### config.mk
export PLATFORM = sky130hd
export DESIGN_NAME = lra_line_host_flat
export DESIGN_NICKNAME = d
export VERILOG_FILES = /design/src/lra_pkg.sv /design/src/lra_port_if.sv /design/src/lra_line_host.sv /design/src/flat_wrapper.sv
export VERILOG_INCLUDE_DIRS = /design/src
export SDC_FILE = /design/constraint.sdc
export NUM_CORES = 1
export LEC_CHECK = 0
export BUFFER_PORTS_ARGS = -buffer_cell sky130_fd_sc_hd__buf_2
export CELL_PAD_IN_SITES_DETAIL_PLACEMENT = 0
export CELL_PAD_IN_SITES_GLOBAL_PLACEMENT = 2
export CORE_AREA = 5 5 108 110
export DETAILED_ROUTE_END_ITERATION = 8
export DIE_AREA = 0 0 113 115
export PLACE_DENSITY_LB_ADDON = 0.2
export REMOVE_ABC_BUFFERS = 1
export SYNTH_ARGS = -nofsm -noshare
export SYNTH_HDL_FRONTEND = slang
export SYNTH_SLANG_ARGS = --single-unit
export TNS_END_PERCENT = 10
### constraint.sdc
create_clock -name sys_clk -period 3 [get_ports sys_clk]
set_input_delay 0.15 -clock sys_clk [delete_from_list [all_inputs] [get_ports sys_clk]]
set_output_delay 0.15 -clock sys_clk [all_outputs]
set_load 0.02 [all_outputs]
### src/lra_defines.svh
// Offsets, field positions, reset values and timing counts of the line reset, align and monitor control
`ifndef LRA_DEFINES_SVH
`define LRA_DEFINES_SVH

`define LRA_CTRL_OFFSET      8'haa
`define LRA_MON_OFFSET       8'hab
`define LRA_STAT_OFFSET      8'hac
`define LRA_CTRL_RESET       8'h00
`define LRA_BIT_RESTART      7
`define LRA_BIT_RX_ALIGN     6
`define LRA_BIT_TX_ALIGN     5
`define LRA_SEL_MSB          4
`define LRA_SEL_LSB          0
`define LRA_STAT_BUSY        0
`define LRA_STAT_RX_SKIP     1
`define LRA_STAT_TX_SKIP     2
`define LRA_STAT_RX_DONE     3
`define LRA_STAT_TX_DONE     4
`define LRA_CLK_PERIOD_NS    4
`define LRA_RESTART_NS       1000
`define LRA_RESTART_CYCLES   ((`LRA_RESTART_NS + `LRA_CLK_PERIOD_NS - 1) / `LRA_CLK_PERIOD_NS)
`define LRA_HALF_FRAME       16
`define LRA_PTR_W            6

`define LRA_AHB_SEL          8'h00
`define LRA_AHB_CMD          8'h04
`define LRA_AHB_STATUS       8'h08
`define LRA_AHB_READ         8'h0c
`define LRA_HST_BUSY         0
`define LRA_HST_RX_REFUSED   1
`define LRA_HST_TX_REFUSED   2
`define LRA_HST_DATA_LSB     8
`define LRA_HST_DATA_MSB     15
`define LRA_CMD_RESTART      0
`define LRA_CMD_RX_ALIGN     1
`define LRA_CMD_TX_ALIGN     2
`define LRA_HTRANS_NONSEQ    2'h2

`endif

### src/lra_pkg.sv
// Types of the line reset, align and monitor control: the byte type is shared by both ends, the state type is used by the host only
package lra_pkg;
    typedef logic [7:0] lra_byte_t;
    typedef enum logic [2:0] {
        LRA_IDLE,
        LRA_CLEAR,
        LRA_SET,
        LRA_WRITE,
        LRA_READ,
        LRA_CAPTURE
    } lra_host_state_t;
endpackage

### src/lra_port_if.sv
// Parallel control port between host and device
`timescale 1ns/1ps
interface lra_port_if;
    logic [7:0] addr;
    logic [7:0] wdata;
    logic       wr;
    logic       rd;
    logic [7:0] rdata;
    modport dev  (input addr, input wdata, input wr, input rd, output rdata);
    modport host (output addr, output wdata, output wr, output rd, input rdata);
endinterface
### src/lra_line_host.sv
// Host end: AHB-Lite controlled driver of the line reset, align and monitor control port
`timescale 1ns/1ps
`include "lra_defines.svh"
module lra_line_host
    import lra_pkg::*;
(
    input  wire logic        sys_clk,
    input  wire logic        srst,
    input  wire logic        hsel,
    input  wire logic [31:0] haddr,
    input  wire logic [1:0]  htrans,
    input  wire logic        hwrite,
    input  wire logic [2:0]  hsize,
    input  wire logic [31:0] hwdata,
    input  wire logic        hready,
    output logic             hreadyout,
    output logic [31:0]      hrdata,
    output logic             hresp,
    input  wire logic        rxClkStable,
    input  wire logic        txClkStable,
    lra_port_if.host         port
);

    lra_host_state_t state_reg;
    lra_byte_t       shadow_reg;
    lra_byte_t       mask_reg;
    lra_byte_t       readData_reg;
    lra_byte_t       portAddr_reg;
    lra_byte_t       portWdata_reg;
    logic            portWr_reg;
    logic            portRd_reg;
    logic            rxRefused_reg;
    logic            txRefused_reg;
    logic [31:0]     hrdata_reg;
    logic            hready_reg;
    logic            dataWr_reg;
    logic [7:0]      dataAddr_reg;
    logic [1:0]      sync1_reg;
    logic [1:0]      sync2_reg;
    logic [1:0]      sync3_reg;
    logic [1:0]      stable_reg;
    logic            addrPhase;
    logic            cmdWrite;
    logic            busy;
    logic [31:0]     statusWord;
    lra_byte_t       reqMask;

    assign addrPhase = hsel && hready && (htrans == `LRA_HTRANS_NONSEQ);
    assign busy      = (state_reg != LRA_IDLE);
    assign cmdWrite  = dataWr_reg && !busy;

    // Clock-present inputs: three stages, change accepted when last two agree
    always_ff @(posedge sys_clk) begin
        if (srst) begin
            sync1_reg <= '0;
            sync2_reg <= '0;
            sync3_reg <= '0;
        end else begin
            sync1_reg <= {txClkStable, rxClkStable};
            sync2_reg <= sync1_reg;
            sync3_reg <= sync2_reg;
        end
    end

    for (genvar i = 0; i < 2; i++) begin : g_stable
        always_ff @(posedge sys_clk) begin
            if (srst) begin
                stable_reg[i] <= 1'b0;
            end else if (sync2_reg[i] == sync3_reg[i]) begin
                stable_reg[i] <= sync3_reg[i];
            end
        end
    end

    // Requested command bits, aligns gated by stable backplane clocks
    always_comb begin
        reqMask                     = '0;
        reqMask[`LRA_BIT_RESTART]   = hwdata[`LRA_CMD_RESTART];
        reqMask[`LRA_BIT_RX_ALIGN]  = hwdata[`LRA_CMD_RX_ALIGN] && stable_reg[0];
        reqMask[`LRA_BIT_TX_ALIGN]  = hwdata[`LRA_CMD_TX_ALIGN] && stable_reg[1];
    end

    always_comb begin
        statusWord                                       = '0;
        statusWord[`LRA_HST_BUSY]                        = busy;
        statusWord[`LRA_HST_RX_REFUSED]                  = rxRefused_reg;
        statusWord[`LRA_HST_TX_REFUSED]                  = txRefused_reg;
        statusWord[`LRA_HST_DATA_MSB:`LRA_HST_DATA_LSB]  = readData_reg;
    end

    // AHB address phase capture and zero-wait read data
    always_ff @(posedge sys_clk) begin
        if (srst) begin
            dataWr_reg   <= 1'b0;
            dataAddr_reg <= '0;
            hrdata_reg   <= '0;
            hready_reg   <= 1'b0;
        end else begin
            hready_reg   <= 1'b1;
            dataWr_reg   <= addrPhase && hwrite;
            dataAddr_reg <= haddr[7:0];
            if (addrPhase && !hwrite) begin
                hrdata_reg <= (haddr[7:0] == `LRA_AHB_STATUS) ? statusWord : 32'h0;
            end
        end
    end

    // Refused align flags: set wins over write-one-to-clear
    always_ff @(posedge sys_clk) begin
        if (srst) begin
            rxRefused_reg <= 1'b0;
            txRefused_reg <= 1'b0;
        end else begin
            rxRefused_reg <= (dataWr_reg && dataAddr_reg == `LRA_AHB_CMD
                              && hwdata[`LRA_CMD_RX_ALIGN] && !stable_reg[0])
                             || (rxRefused_reg && !(dataWr_reg && dataAddr_reg == `LRA_AHB_STATUS
                                                    && hwdata[`LRA_HST_RX_REFUSED]));
            txRefused_reg <= (dataWr_reg && dataAddr_reg == `LRA_AHB_CMD
                              && hwdata[`LRA_CMD_TX_ALIGN] && !stable_reg[1])
                             || (txRefused_reg && !(dataWr_reg && dataAddr_reg == `LRA_AHB_STATUS
                                                    && hwdata[`LRA_HST_TX_REFUSED]));
        end
    end

    // Port sequencer
    always_ff @(posedge sys_clk) begin
        if (srst) begin
            state_reg     <= LRA_IDLE;
            shadow_reg    <= `LRA_CTRL_RESET;
            mask_reg      <= '0;
            readData_reg  <= '0;
            portAddr_reg  <= '0;
            portWdata_reg <= '0;
            portWr_reg    <= 1'b0;
            portRd_reg    <= 1'b0;
        end else begin
            portWr_reg <= 1'b0;
            portRd_reg <= 1'b0;
            unique case (state_reg)
                LRA_IDLE: begin
                    if (cmdWrite && dataAddr_reg == `LRA_AHB_CMD && reqMask != '0) begin
                        mask_reg      <= reqMask;
                        portAddr_reg  <= `LRA_CTRL_OFFSET;
                        portWdata_reg <= shadow_reg & ~reqMask;
                        portWr_reg    <= 1'b1;
                        shadow_reg    <= shadow_reg & ~reqMask;
                        state_reg     <= LRA_CLEAR;
                    end else if (cmdWrite && dataAddr_reg == `LRA_AHB_SEL) begin
                        portAddr_reg  <= `LRA_CTRL_OFFSET;
                        portWdata_reg <= {shadow_reg[`LRA_BIT_RESTART:`LRA_SEL_MSB+1],
                                          hwdata[`LRA_SEL_MSB:`LRA_SEL_LSB]};
                        portWr_reg    <= 1'b1;
                        shadow_reg    <= {shadow_reg[`LRA_BIT_RESTART:`LRA_SEL_MSB+1],
                                          hwdata[`LRA_SEL_MSB:`LRA_SEL_LSB]};
                        state_reg     <= LRA_WRITE;
                    end else if (cmdWrite && dataAddr_reg == `LRA_AHB_READ) begin
                        portAddr_reg  <= hwdata[7:0];
                        portRd_reg    <= 1'b1;
                        state_reg     <= LRA_READ;
                    end
                end
                LRA_CLEAR: begin
                    portWdata_reg <= shadow_reg | mask_reg;
                    portWr_reg    <= 1'b1;
                    shadow_reg    <= shadow_reg | mask_reg;
                    state_reg     <= LRA_SET;
                end
                LRA_SET: begin
                    state_reg <= LRA_IDLE;
                end
                LRA_WRITE: begin
                    state_reg <= LRA_IDLE;
                end
                LRA_READ: begin
                    state_reg <= LRA_CAPTURE;
                end
                LRA_CAPTURE: begin
                    readData_reg <= port.rdata;
                    state_reg    <= LRA_IDLE;
                end
            endcase
        end
    end

    assign hreadyout  = hready_reg;
    assign hrdata     = hrdata_reg;
    assign hresp      = 1'b0;
    assign port.addr  = portAddr_reg;
    assign port.wdata = portWdata_reg;
    assign port.wr    = portWr_reg;
    assign port.rd    = portRd_reg;

endmodule

### src/flat_wrapper.sv
// flat-port wrapper written by rule: the top's interface ports become plain ports
module lra_line_host_flat import lra_pkg::*;
  (sys_clk, srst, hsel, haddr, htrans, hwrite, hsize, hwdata, hready, hreadyout, hrdata, hresp, rxClkStable, txClkStable, port_addr, port_wdata, port_wr, port_rd, port_rdata);
  lra_port_if port_i ();
  input  wire logic sys_clk;
  input  wire logic srst;
  input  wire logic hsel;
  input  wire logic [31:0] haddr;
  input  wire logic [1:0] htrans;
  input  wire logic hwrite;
  input  wire logic [2:0] hsize;
  input  wire logic [31:0] hwdata;
  input  wire logic hready;
  output logic hreadyout;
  output logic [31:0] hrdata;
  output logic hresp;
  input  wire logic rxClkStable;
  input  wire logic txClkStable;
  output wire logic [$bits(port_i.addr)-1:0] port_addr;
  output wire logic [$bits(port_i.wdata)-1:0] port_wdata;
  output wire logic [$bits(port_i.wr)-1:0] port_wr;
  output wire logic [$bits(port_i.rd)-1:0] port_rd;
  input wire logic [$bits(port_i.rdata)-1:0] port_rdata;
  assign port_addr = port_i.addr;
  assign port_wdata = port_i.wdata;
  assign port_wr = port_i.wr;
  assign port_rd = port_i.rd;
  assign port_i.rdata = port_rdata;
  lra_line_host u_core (.sys_clk(sys_clk), .srst(srst), .hsel(hsel), .haddr(haddr), .htrans(htrans), .hwrite(hwrite), .hsize(hsize), .hwdata(hwdata), .hready(hready), .hreadyout(hreadyout), .hrdata(hrdata), .hresp(hresp), .rxClkStable(rxClkStable), .txClkStable(txClkStable), .port(port_i));
endmodule
# After elaboration in Yosys (flattened, before gate mapping)
# Index checks and enable logic that the tools add are counted.
# classes
n_addsub	0
n_mul	0
n_div	0
n_lt_le_gt_ge	0
n_eq_ne	15
n_shift	0
n_mux	19
n_bitwise	4
reduce_logical	41
# op_table
cell	n
2-to-1 mux 8 bit	6
one-hot mux 8 bit (2 select lines)	2
== test 8 x 4 -> 1 bit, second input constant	3
logical AND 1 bit	21
2-to-1 mux 16 bit	1
one-hot mux 3 bit (4 select lines)	1
2-to-1 mux 3 bit	3
bitwise AND 8 bit	1
== test 8 x 3 -> 1 bit, second input constant	1
zero test 8 bit	1
NOT 8 bit	1
OR 8 bit	1
AND reduction 2 bit	4
nonzero test 8 bit	1
== test 3 x 2 -> 1 bit, second input constant	2
== test 3 bit, second input constant	2
zero test 1 bit	6
nonzero test 3 bit	2
2-to-1 mux 5 bit	1
2-to-1 mux 1 bit	4
!= test 4 x 1 -> 1 bit, second input constant	1
OR reduction 4 bit	1
== test 3 x 1 -> 1 bit, second input constant	1
zero test 3 bit	1
9 further kinds	11
# totals
regBits	92
latchBits	0
ramBits	0
romBits	0
inputBits	84
output_inout_bits	52
wordCells	99
memories	0

# Logic depth before layout (Yosys ltp)
# Gate-level depths: netlist of run 1.
# logic_depth
ltp_word	8
depth_mapped	6
depth_no_buf	4

# Worst setup path before layout of run 1
# No wires, ideal clock.
# synth_path
path_type	register -> register
from	reg u_core.dataAddr_reg[5]
to	reg u_core.portAddr_reg[1], in the netlist u_core.port.addr[1]
setup_time_ns	0.132
arrival_time_ns	1.613
required_ns	2.868
path_slack_ns	1.255
path_stages_with_launch	6
n_path_buf	1
synth_period_minus_slack_ns	1.745
path_cell_list	dfxtp_1 -> or4_4 -> nor4_4 -> buf_6 -> mux2i_1 -> a21oi_1
# synth_between
elab_chain_len	5
word_cells_on_any_way	11
cone_classes	eq/ne (2); mux (2); reduce/logical (7)
# synth_rtl
item	line	text
from (decl)	lra_line_host.sv:37	logic [7:0] dataAddr_reg;
from (signal assigned)	lra_line_host.sv:101	dataAddr_reg <= haddr[7:0];
== test 8 x 3 -> 1 bit (no line)	--	
logical AND 1 bit (no line)	--	
logical AND 1 bit	lra_line_host.sv:141	if (cmdWrite && dataAddr_reg == `LRA_AHB_CMD && reqMask != '0) begin
nonzero test 3 bit (no line)	--	
AND reduction 2 bit (no line)	--	
to (signal assigned)	lra_line_host.sv:143	portAddr_reg <= `LRA_CTRL_OFFSET;
to (signal assigned)	lra_line_host.sv:149	portAddr_reg <= `LRA_CTRL_OFFSET;
to (signal assigned)	lra_line_host.sv:157	portAddr_reg <= hwdata[7:0];
to (decl)	lra_line_host.sv:28	lra_byte_t portAddr_reg;
# Several ways; a longest one is shown, not always the timed one.
# A chain may end at the register's enable or synchronous reset.

# Worst setup path after layout of run 1
# layout_path
from	reg u_core.dataAddr_reg[5]
to	reg u_core.portWdata_reg[1], in the netlist u_core.port.wdata[1]
# layout_between
elab_chain_len	5
word_cells_on_any_way	9
cone_classes	eq/ne (2); mux (2); reduce/logical (5)
# layout_rtl
item	line	text
== test 8 x 3 -> 1 bit (no line)	--	
logical AND 1 bit (no line)	--	
logical AND 1 bit	lra_line_host.sv:141	
2-to-1 mux 8 bit / != test 3 x 1 -> 1 bit (equally long branches)	--	
one-hot mux 8 bit (2 select lines) / AND reduction 2 bit (equally long branches)	--	
to (signal assigned)	lra_line_host.sv:144	portWdata_reg <= shadow_reg & ~reqMask;
to (signal assigned)	lra_line_host.sv:150	portWdata_reg <= {shadow_reg[`LRA_BIT_RESTART:`LRA_SEL_MSB+1],
to (signal assigned)	lra_line_host.sv:163	portWdata_reg <= shadow_reg | mask_reg;
to (decl)	lra_line_host.sv:29	lra_byte_t portWdata_reg;
# Several ways; a longest one is shown, not always the timed one.

==> results of run 1 <==
==> timing repair <==
action | in CTS | in global routing
endpoints found under the hold margin | 1 | 0
buffers inserted | 0 | 0
hold buffers | 1 | 0
==> power by group through the flow <==
stage	combinational (µW)	clock (µW)	sequential, µW
floorplan	47.2	0	981
finish	100	630	960
global placement	99.6	0	982
detailed placement	100	0	982
global route	111	705	961
CTS	101	663	960
==> worst register-to-register path, stage by stage, from the launching register on <==
cell and delay (ps):
dfxtp_1 310, nor4_1 670, nand4_1 380, o21ai_0 250, buf_4 180, a221oi_1 80
==> placed cells by master, fill, tap and decap left out, drive strengths merged, types with 2 or more instances in the layout <==
master  instances
a41oi           2
dfxtp          71
inv            17
mux2i          10
clkbuf         11
a221oi          5
a21oi          26
buf            70
a211oi          2
nor3            5
nand2          23
a22oi          11
conb           22
nor2b          18
nand3           9
nand4           6
o21a            3
nor4bb          2
a211o           4
clkinv          3
o21ai          12
nor4            4
nor3b           3
or4             2
nor2           21
==> kinds of logic after synthesis <==
| logic type | after synthesis | synth area share |
|---|---|---|
| compound gates | 67 | 0.158 |
| other cells | 1 | 0.00131 |
| flops | 71 | 0.495 |
| mux | 11 | 0.0388 |
| simple gates | 100 | 0.197 |
| buf+inv | 57 | 0.109 |
==> layout make-up <==
class	instances	area [µm²]
fill	1152	7170
clock inverter	2	10.0
inverter	18	67.6
multi-input combinational	200	1220
clock buffer	11	141
timing repair buffer	71	393
tap	140	175
sequential	71	1420
==> path summary, 6_finish.rpt <==
kind | startpoint | endpoint | slack (ps) | depth (start not counted)
worst max register to register | u_core.dataAddr_reg[5] | u_core.port.wdata[1] | 1000 | 5
worst min register to register | u_core.sync1_reg[0] | u_core.sync2_reg[0] | 440 | 1
worst min-delay path | rxClkStable | u_core.sync1_reg[0] | 20 | 2
worst max-delay path | u_core.dataAddr_reg[5] | u_core.port.wdata[1] | 1000 | 5
==> stage by stage <==
stage          total power (µW)   util  worst slack, ps
2_1_floorplan              1030      -              990
3_3_place_gp               1080  0.308             1030
3_5_place_dp               1080  0.308              985
4_1_cts                    1720  0.323              968
5_1_grt                    1780  0.323              678
6_report                   1690  0.323             1000
==> metal layers <==
layer  share of wire  global-route usage  vias to the layer above
met5               0                   0                        -
met4           0.014              0.0529                        0
li1                -                   -                     1138
met2            0.48               0.178                       52
met3           0.051              0.0342                        7
met1            0.46               0.137                     1043
==> flow_summary_export.csv, run 1 <==
group,metric,value,unit
logic_synthesis,netlist_top_cells_count,"dfxtp_1 (71), a21oi_1 (25), buf_4 (22), nand2_1 (22), nor2_1 (21)",
worst_setup_path,critPathMaxStageDelay,670,ps
logic_synthesis,ys_ff_latch,71,
power,p_seq_frac,0.568,
timing,rsz0062_at_grt,"no",
logic_synthesis,seq_area_frac_synth,0.495,
timing,slew_headroom,0.495,
global_routing,track_usage,0.111,
logic_synthesis,synth_area_leaders,"dfxtp_1 (50%), buf_4 (5.8%), a21oi_1 (4.4%)",
outcome,status,"complete, no violations",
worst_setup_path,cpLargestDelayFamily,"simple AND/OR/NAND/NOR gates",
timing,fin_hold_ws,21.8,ps
power,p_leak,0.00139,µW
global_routing,grt_pass1_vias,2224,
worst_setup_path,worstSetupPathType,"flop to flop",
drt,first_iter_violations,73,
logic_synthesis,netlist_instances,307,
drt,route.detailed.drc,0,
logic_synthesis,ys_types,45,
power,swShare,0.236,
cts,h-tree-depth,3,
die,die_h,115,µm
power,powerDensity,493,nW/µm²
logic_synthesis,ys_warn_count,0,
worst_setup_path,cp-start-kind,"flop",
cells_and_area,nets,455,
die,core.rowCount,38,
worst_setup_path,critPathBufInv,1,
cells_and_area,final_cells,513,
worst_setup_path,critPathRequiredTime,3210,ps
drt,wl_per_cell,13.2,µm
place,dp_hpwl,4690,µm
logic_synthesis,synth_ff_type,"dfxtp_1",
logic_synthesis,async_flop_share,0,
power,intPower,1290,µW
cts,root_buffer,"clkbuf_8",
logic_synthesis,yosys.cell_count.top_type,"dfxtp_1",
drt,ant_nets,0,
global_routing,grt.overflow.total,0,
timing,final.period_utilization,0.666,
place,dp.cells,499,
hold_path,hold_class,"input pin to flop",
worst_setup_path,critPathMaxFanout,6,
cts,numCtsBuffers,9,
drt,viasPerCell,4.37,
timing,fin_crit,2000,ps
worst_setup_path,end_kind,"flop",
timing,worst_pin_slew,751,ps
cells_and_area,drive_gt1_frac,0.255,
power,ir_drop,0.000156,V
worst_setup_path,crit_chain,"nor4_1, nand4_1, o21ai_0, buf_4, a221oi_1",
timing,final_hold_viol_count,0,
cts,clockBufferDepth,2,
die,core_area,10600,µm²
power,power_frac_clock,0.373,
power,combPwrFrac,0.059,
place,place_area,3270,µm²
place,gp_congestion,0.701,
die,initial_core_util,0.271,
job,max-cap-violations,0,
global_routing,grt_pass1_wl,11200,µm
die,die-width,113,µm
timing,fmax,0.501,GHz
global_routing,grt_max_degree,63,
timing,drv_slew,0,
timing,setup_tns,0,ps
cells_and_area,synthToLayoutAreaGrowth,19.4,%
timing,setup_viol,0,
cells_and_area,diodes,0,
logic_synthesis,synth_top_cell_area_share,0.495,
worst_setup_path,cp.arrival,2200,ps
drt,wirelength,6780,µm
cells_and_area,post-route-cell-area,3430,µm²
logic_synthesis,yosysTopAreaCell,"dfxtp_1",
worst_setup_path,slowest_stage,"nor4_1",
place,io_buffers,62,
cts,clock-sinks,71,
cts,clk_pin_slew,70,ps
drt,firstDrtPassIters,4,
drt,vias,2240,
timing,fin_skew,8.70,ps
cts,cts.repair.resized,0,
die,io-pin-count,136,
global_routing,antenna_found_initial,0,
logic_synthesis,syn_area,2870,µm²
cts,clk-insertion-delay-late,340,ps
logic_synthesis,synth.avg_cell_area,9.35,µm²
logic_synthesis,synth_edf_count,0,
power,power.switching,400,µW
die,die_area,13000,µm²
cts,cts_tree,"done",
cells_and_area,largest_reg_flops,11,
Note: power is estimated with default switching activity, not from simulation.
==> run 2, diff against run 1 <==
- ABC_AREA: not set -> 1
- CORE_AREA: 5 5 108 110 -> 5 5 116 118
- DIE_AREA: 0 0 113 115 -> 0 0 121 123
- clock period: 3 -> 1.84 ns (I/O delays scaled with it)
==> flow_summary_export.csv, run 2 <==
group,metric,value,unit
cts,cts_tree,"done",
worst_setup_path,critPathMaxFanout,9,
timing,setup_tns,0,ps
drt,firstDrtPassIters,4,
power,ir_drop,0.000320,V
logic_synthesis,seq_area_frac_synth,0.494,
cells_and_area,largest_reg_flops,11,
worst_setup_path,cp.arrival,1800,ps
power,p_leak,0.00177,µW
outcome,status,"complete, no violations",
logic_synthesis,synth_top_cell_area_share,0.494,
timing,worst_pin_slew,579,ps
cts,clk_pin_slew,60,ps
worst_setup_path,critPathMaxStageDelay,290,ps
logic_synthesis,netlist_instances,376,
drt,viasPerCell,3.84,
die,core_area,12400,µm²
timing,fin_crit,1530,ps
drt,wirelength,6870,µm
logic_synthesis,yosys.cell_count.top_type,"dfxtp_1",
worst_setup_path,end_kind,"flop",
global_routing,track_usage,0.0995,
die,initial_core_util,0.233,
global_routing,grt_pass1_wl,11600,µm
timing,fin_hold_ws,10.3,ps
worst_setup_path,critPathRequiredTime,2110,ps
cells_and_area,register_area,1420,µm²
cts,root_buffer,"clkbuf_16",
die,core.rowCount,41,
drt,vias,2423,
die,io-pin-count,136,
job,max-cap-violations,0,
hold_path,hold_class,"input pin to flop",
die,die_area,14900,µm²
cells_and_area,fillCellCount,1375,
cells_and_area,final_core_utilization,0.305,
power,powerDensity,977,nW/µm²
timing,fin_skew,7.02,ps
place,io_buffers,62,
drt,wl_per_cell,10.9,µm
cells_and_area,layout_common_cells,"dfxtp_1 (71), buf_2 (62), nand2_1 (55)",
logic_synthesis,synth.avg_cell_area,7.65,µm²
timing,final_hold_viol_count,0,
worst_setup_path,critPathBufInv,1,
cells_and_area,drive_gt1_frac,0.209,
timing,drv_slew,0,
cts,cts.repair.resized,0,
worst_setup_path,cp-start-kind,"flop",
cells_and_area,nets,538,
cells_and_area,synthToLayoutAreaGrowth,31.0,%
place,gp_congestion,0.704,
die,die_h,123,µm
worst_setup_path,crit_top_cell,"nand2_1",
global_routing,grt_pass1_vias,2388,
cts,clock-sinks,71,
place,dp_hpwl,4980,µm
drt,ant_nets,0,
cells_and_area,multi_input_area,1120,µm²
logic_synthesis,synth_ff_type,"dfxtp_1",
cells_and_area,diodes,0,
global_routing,grt.overflow.total,0,
cts,numCtsBuffers,9,
cts,cts_setup_buffers,0,
logic_synthesis,syn_area,2880,µm²
timing,final.period_utilization,0.832,
worst_setup_path,worstSetupPathType,"flop to flop",
logic_synthesis,ys_types,27,
cts,clk-insertion-delay-late,330,ps
logic_synthesis,netlist_top_cells_count,"dfxtp_1 (71), nand2_1 (55), nor2_1 (50)",
logic_synthesis,synth_area_leaders,"dfxtp_1 (49%), nand2_1 (7.2%), nor2_1 (6.5%)",
drt,route.detailed.drc,0,
timing,slew_headroom,0.613,
worst_setup_path,slowest_stage,"dfxtp_1",
timing,rsz0062_at_grt,"no",
logic_synthesis,yosysTopAreaCell,"dfxtp_1",
global_routing,grt_max_degree,38,
cts,h-tree-depth,3,
logic_synthesis,ys_ff_latch,71,
logic_synthesis,synth_edf_count,0,
global_routing,antenna_found_initial,0,
power,total_power,3680,µW
cts,clockBufferDepth,2,
drt,first_iter_violations,74,
timing,setup_viol,0,
logic_synthesis,ys_warn_count,0,
cells_and_area,layout_commonest_cell,"dfxtp_1",
logic_synthesis,async_flop_share,0,
worst_setup_path,crit_chain,"nor2_1, nand2_1, nor2_2, nand3_4, buf_4, nand2_1, nand2_1, nand2_1, nor2_1, nor2_1",
die,die-width,121,µm
timing,fmax,0.653,GHz
worst_setup_path,cpLargestDelayFamily,"simple AND/OR/NAND/NOR gates",
## run 2: where the power goes
part           internal [µW]  switching (µW)  total, µW
Combinational           85.6             155        240
Sequential              1570            11.5       1580
Clock                   1220             647       1860
Total                   2870             813       3680
## run 2: area by class of cell
cell class              instances  share of cell area
clock buffers                  10              0.0634
clock inverters                 6              0.0222
inverters                      50              0.0498
multi-input cells             240               0.297
flip-flops and latches         71               0.377
well taps                     172              0.0571
repair buffers                 82               0.133
## run 2: path summary, 6_finish.rpt
kind | start | endpoint | slack, ps | cells after the start
worst min register to register | u_core.sync1_reg[1] | u_core.sync2_reg[1] | 400 | 2
worst max register to register | u_core.dataAddr_reg[7] | u_core.port.wdata[2] | 310 | 10
worst max-delay path | u_core.dataAddr_reg[7] | u_core.port.wdata[2] | 310 | 10
worst min-delay path | hwrite | u_core.dataWr_reg | 10 | 3
## run 2: kinds of logic (layout without fill, tap and decap cells)
family / after synthesis / count (layout) / synth area share
buf+inv: 86 / 148 / 0.144
simple gates: 138 / 138 / 0.211
compound gates: 80 / 80 / 0.150
other cells: 1 / 22 / 0.00130
flops: 71 / 71 / 0.494
## run 2: what timing repair did
action | 4_1_cts | 5_1_grt
hold buffers | 12 | 0
endpoints found under the hold margin | 12 | 0
setup endpoints to repair | 0 | 0
## run 2: metrics by stage
step / instance area (µm²) / std cells / setup slack (ps)
after global routing: 3770 / 631 / 134
after global placement: 3330 / 603 / 287
final: 3770 / 631 / 308
after floorplan: 2730 / 361 / 431
after CTS: 3770 / 631 / 262
after detailed placement: 3330 / 603 / 277
## run 2: worst min-delay path, stage by stage
cell and delay (ps):
buf_2 100, nand2_1 50, nor2_1 40
## run 2: layer usage
metal  vias to the layer above  global-route usage  share of wire
met3                        12              0.0220          0.053
met5                         -                   0              0
met2                        64               0.150           0.44
met1                      1043               0.132           0.49
li1                       1304                   -              -
met4                         0              0.0552          0.021
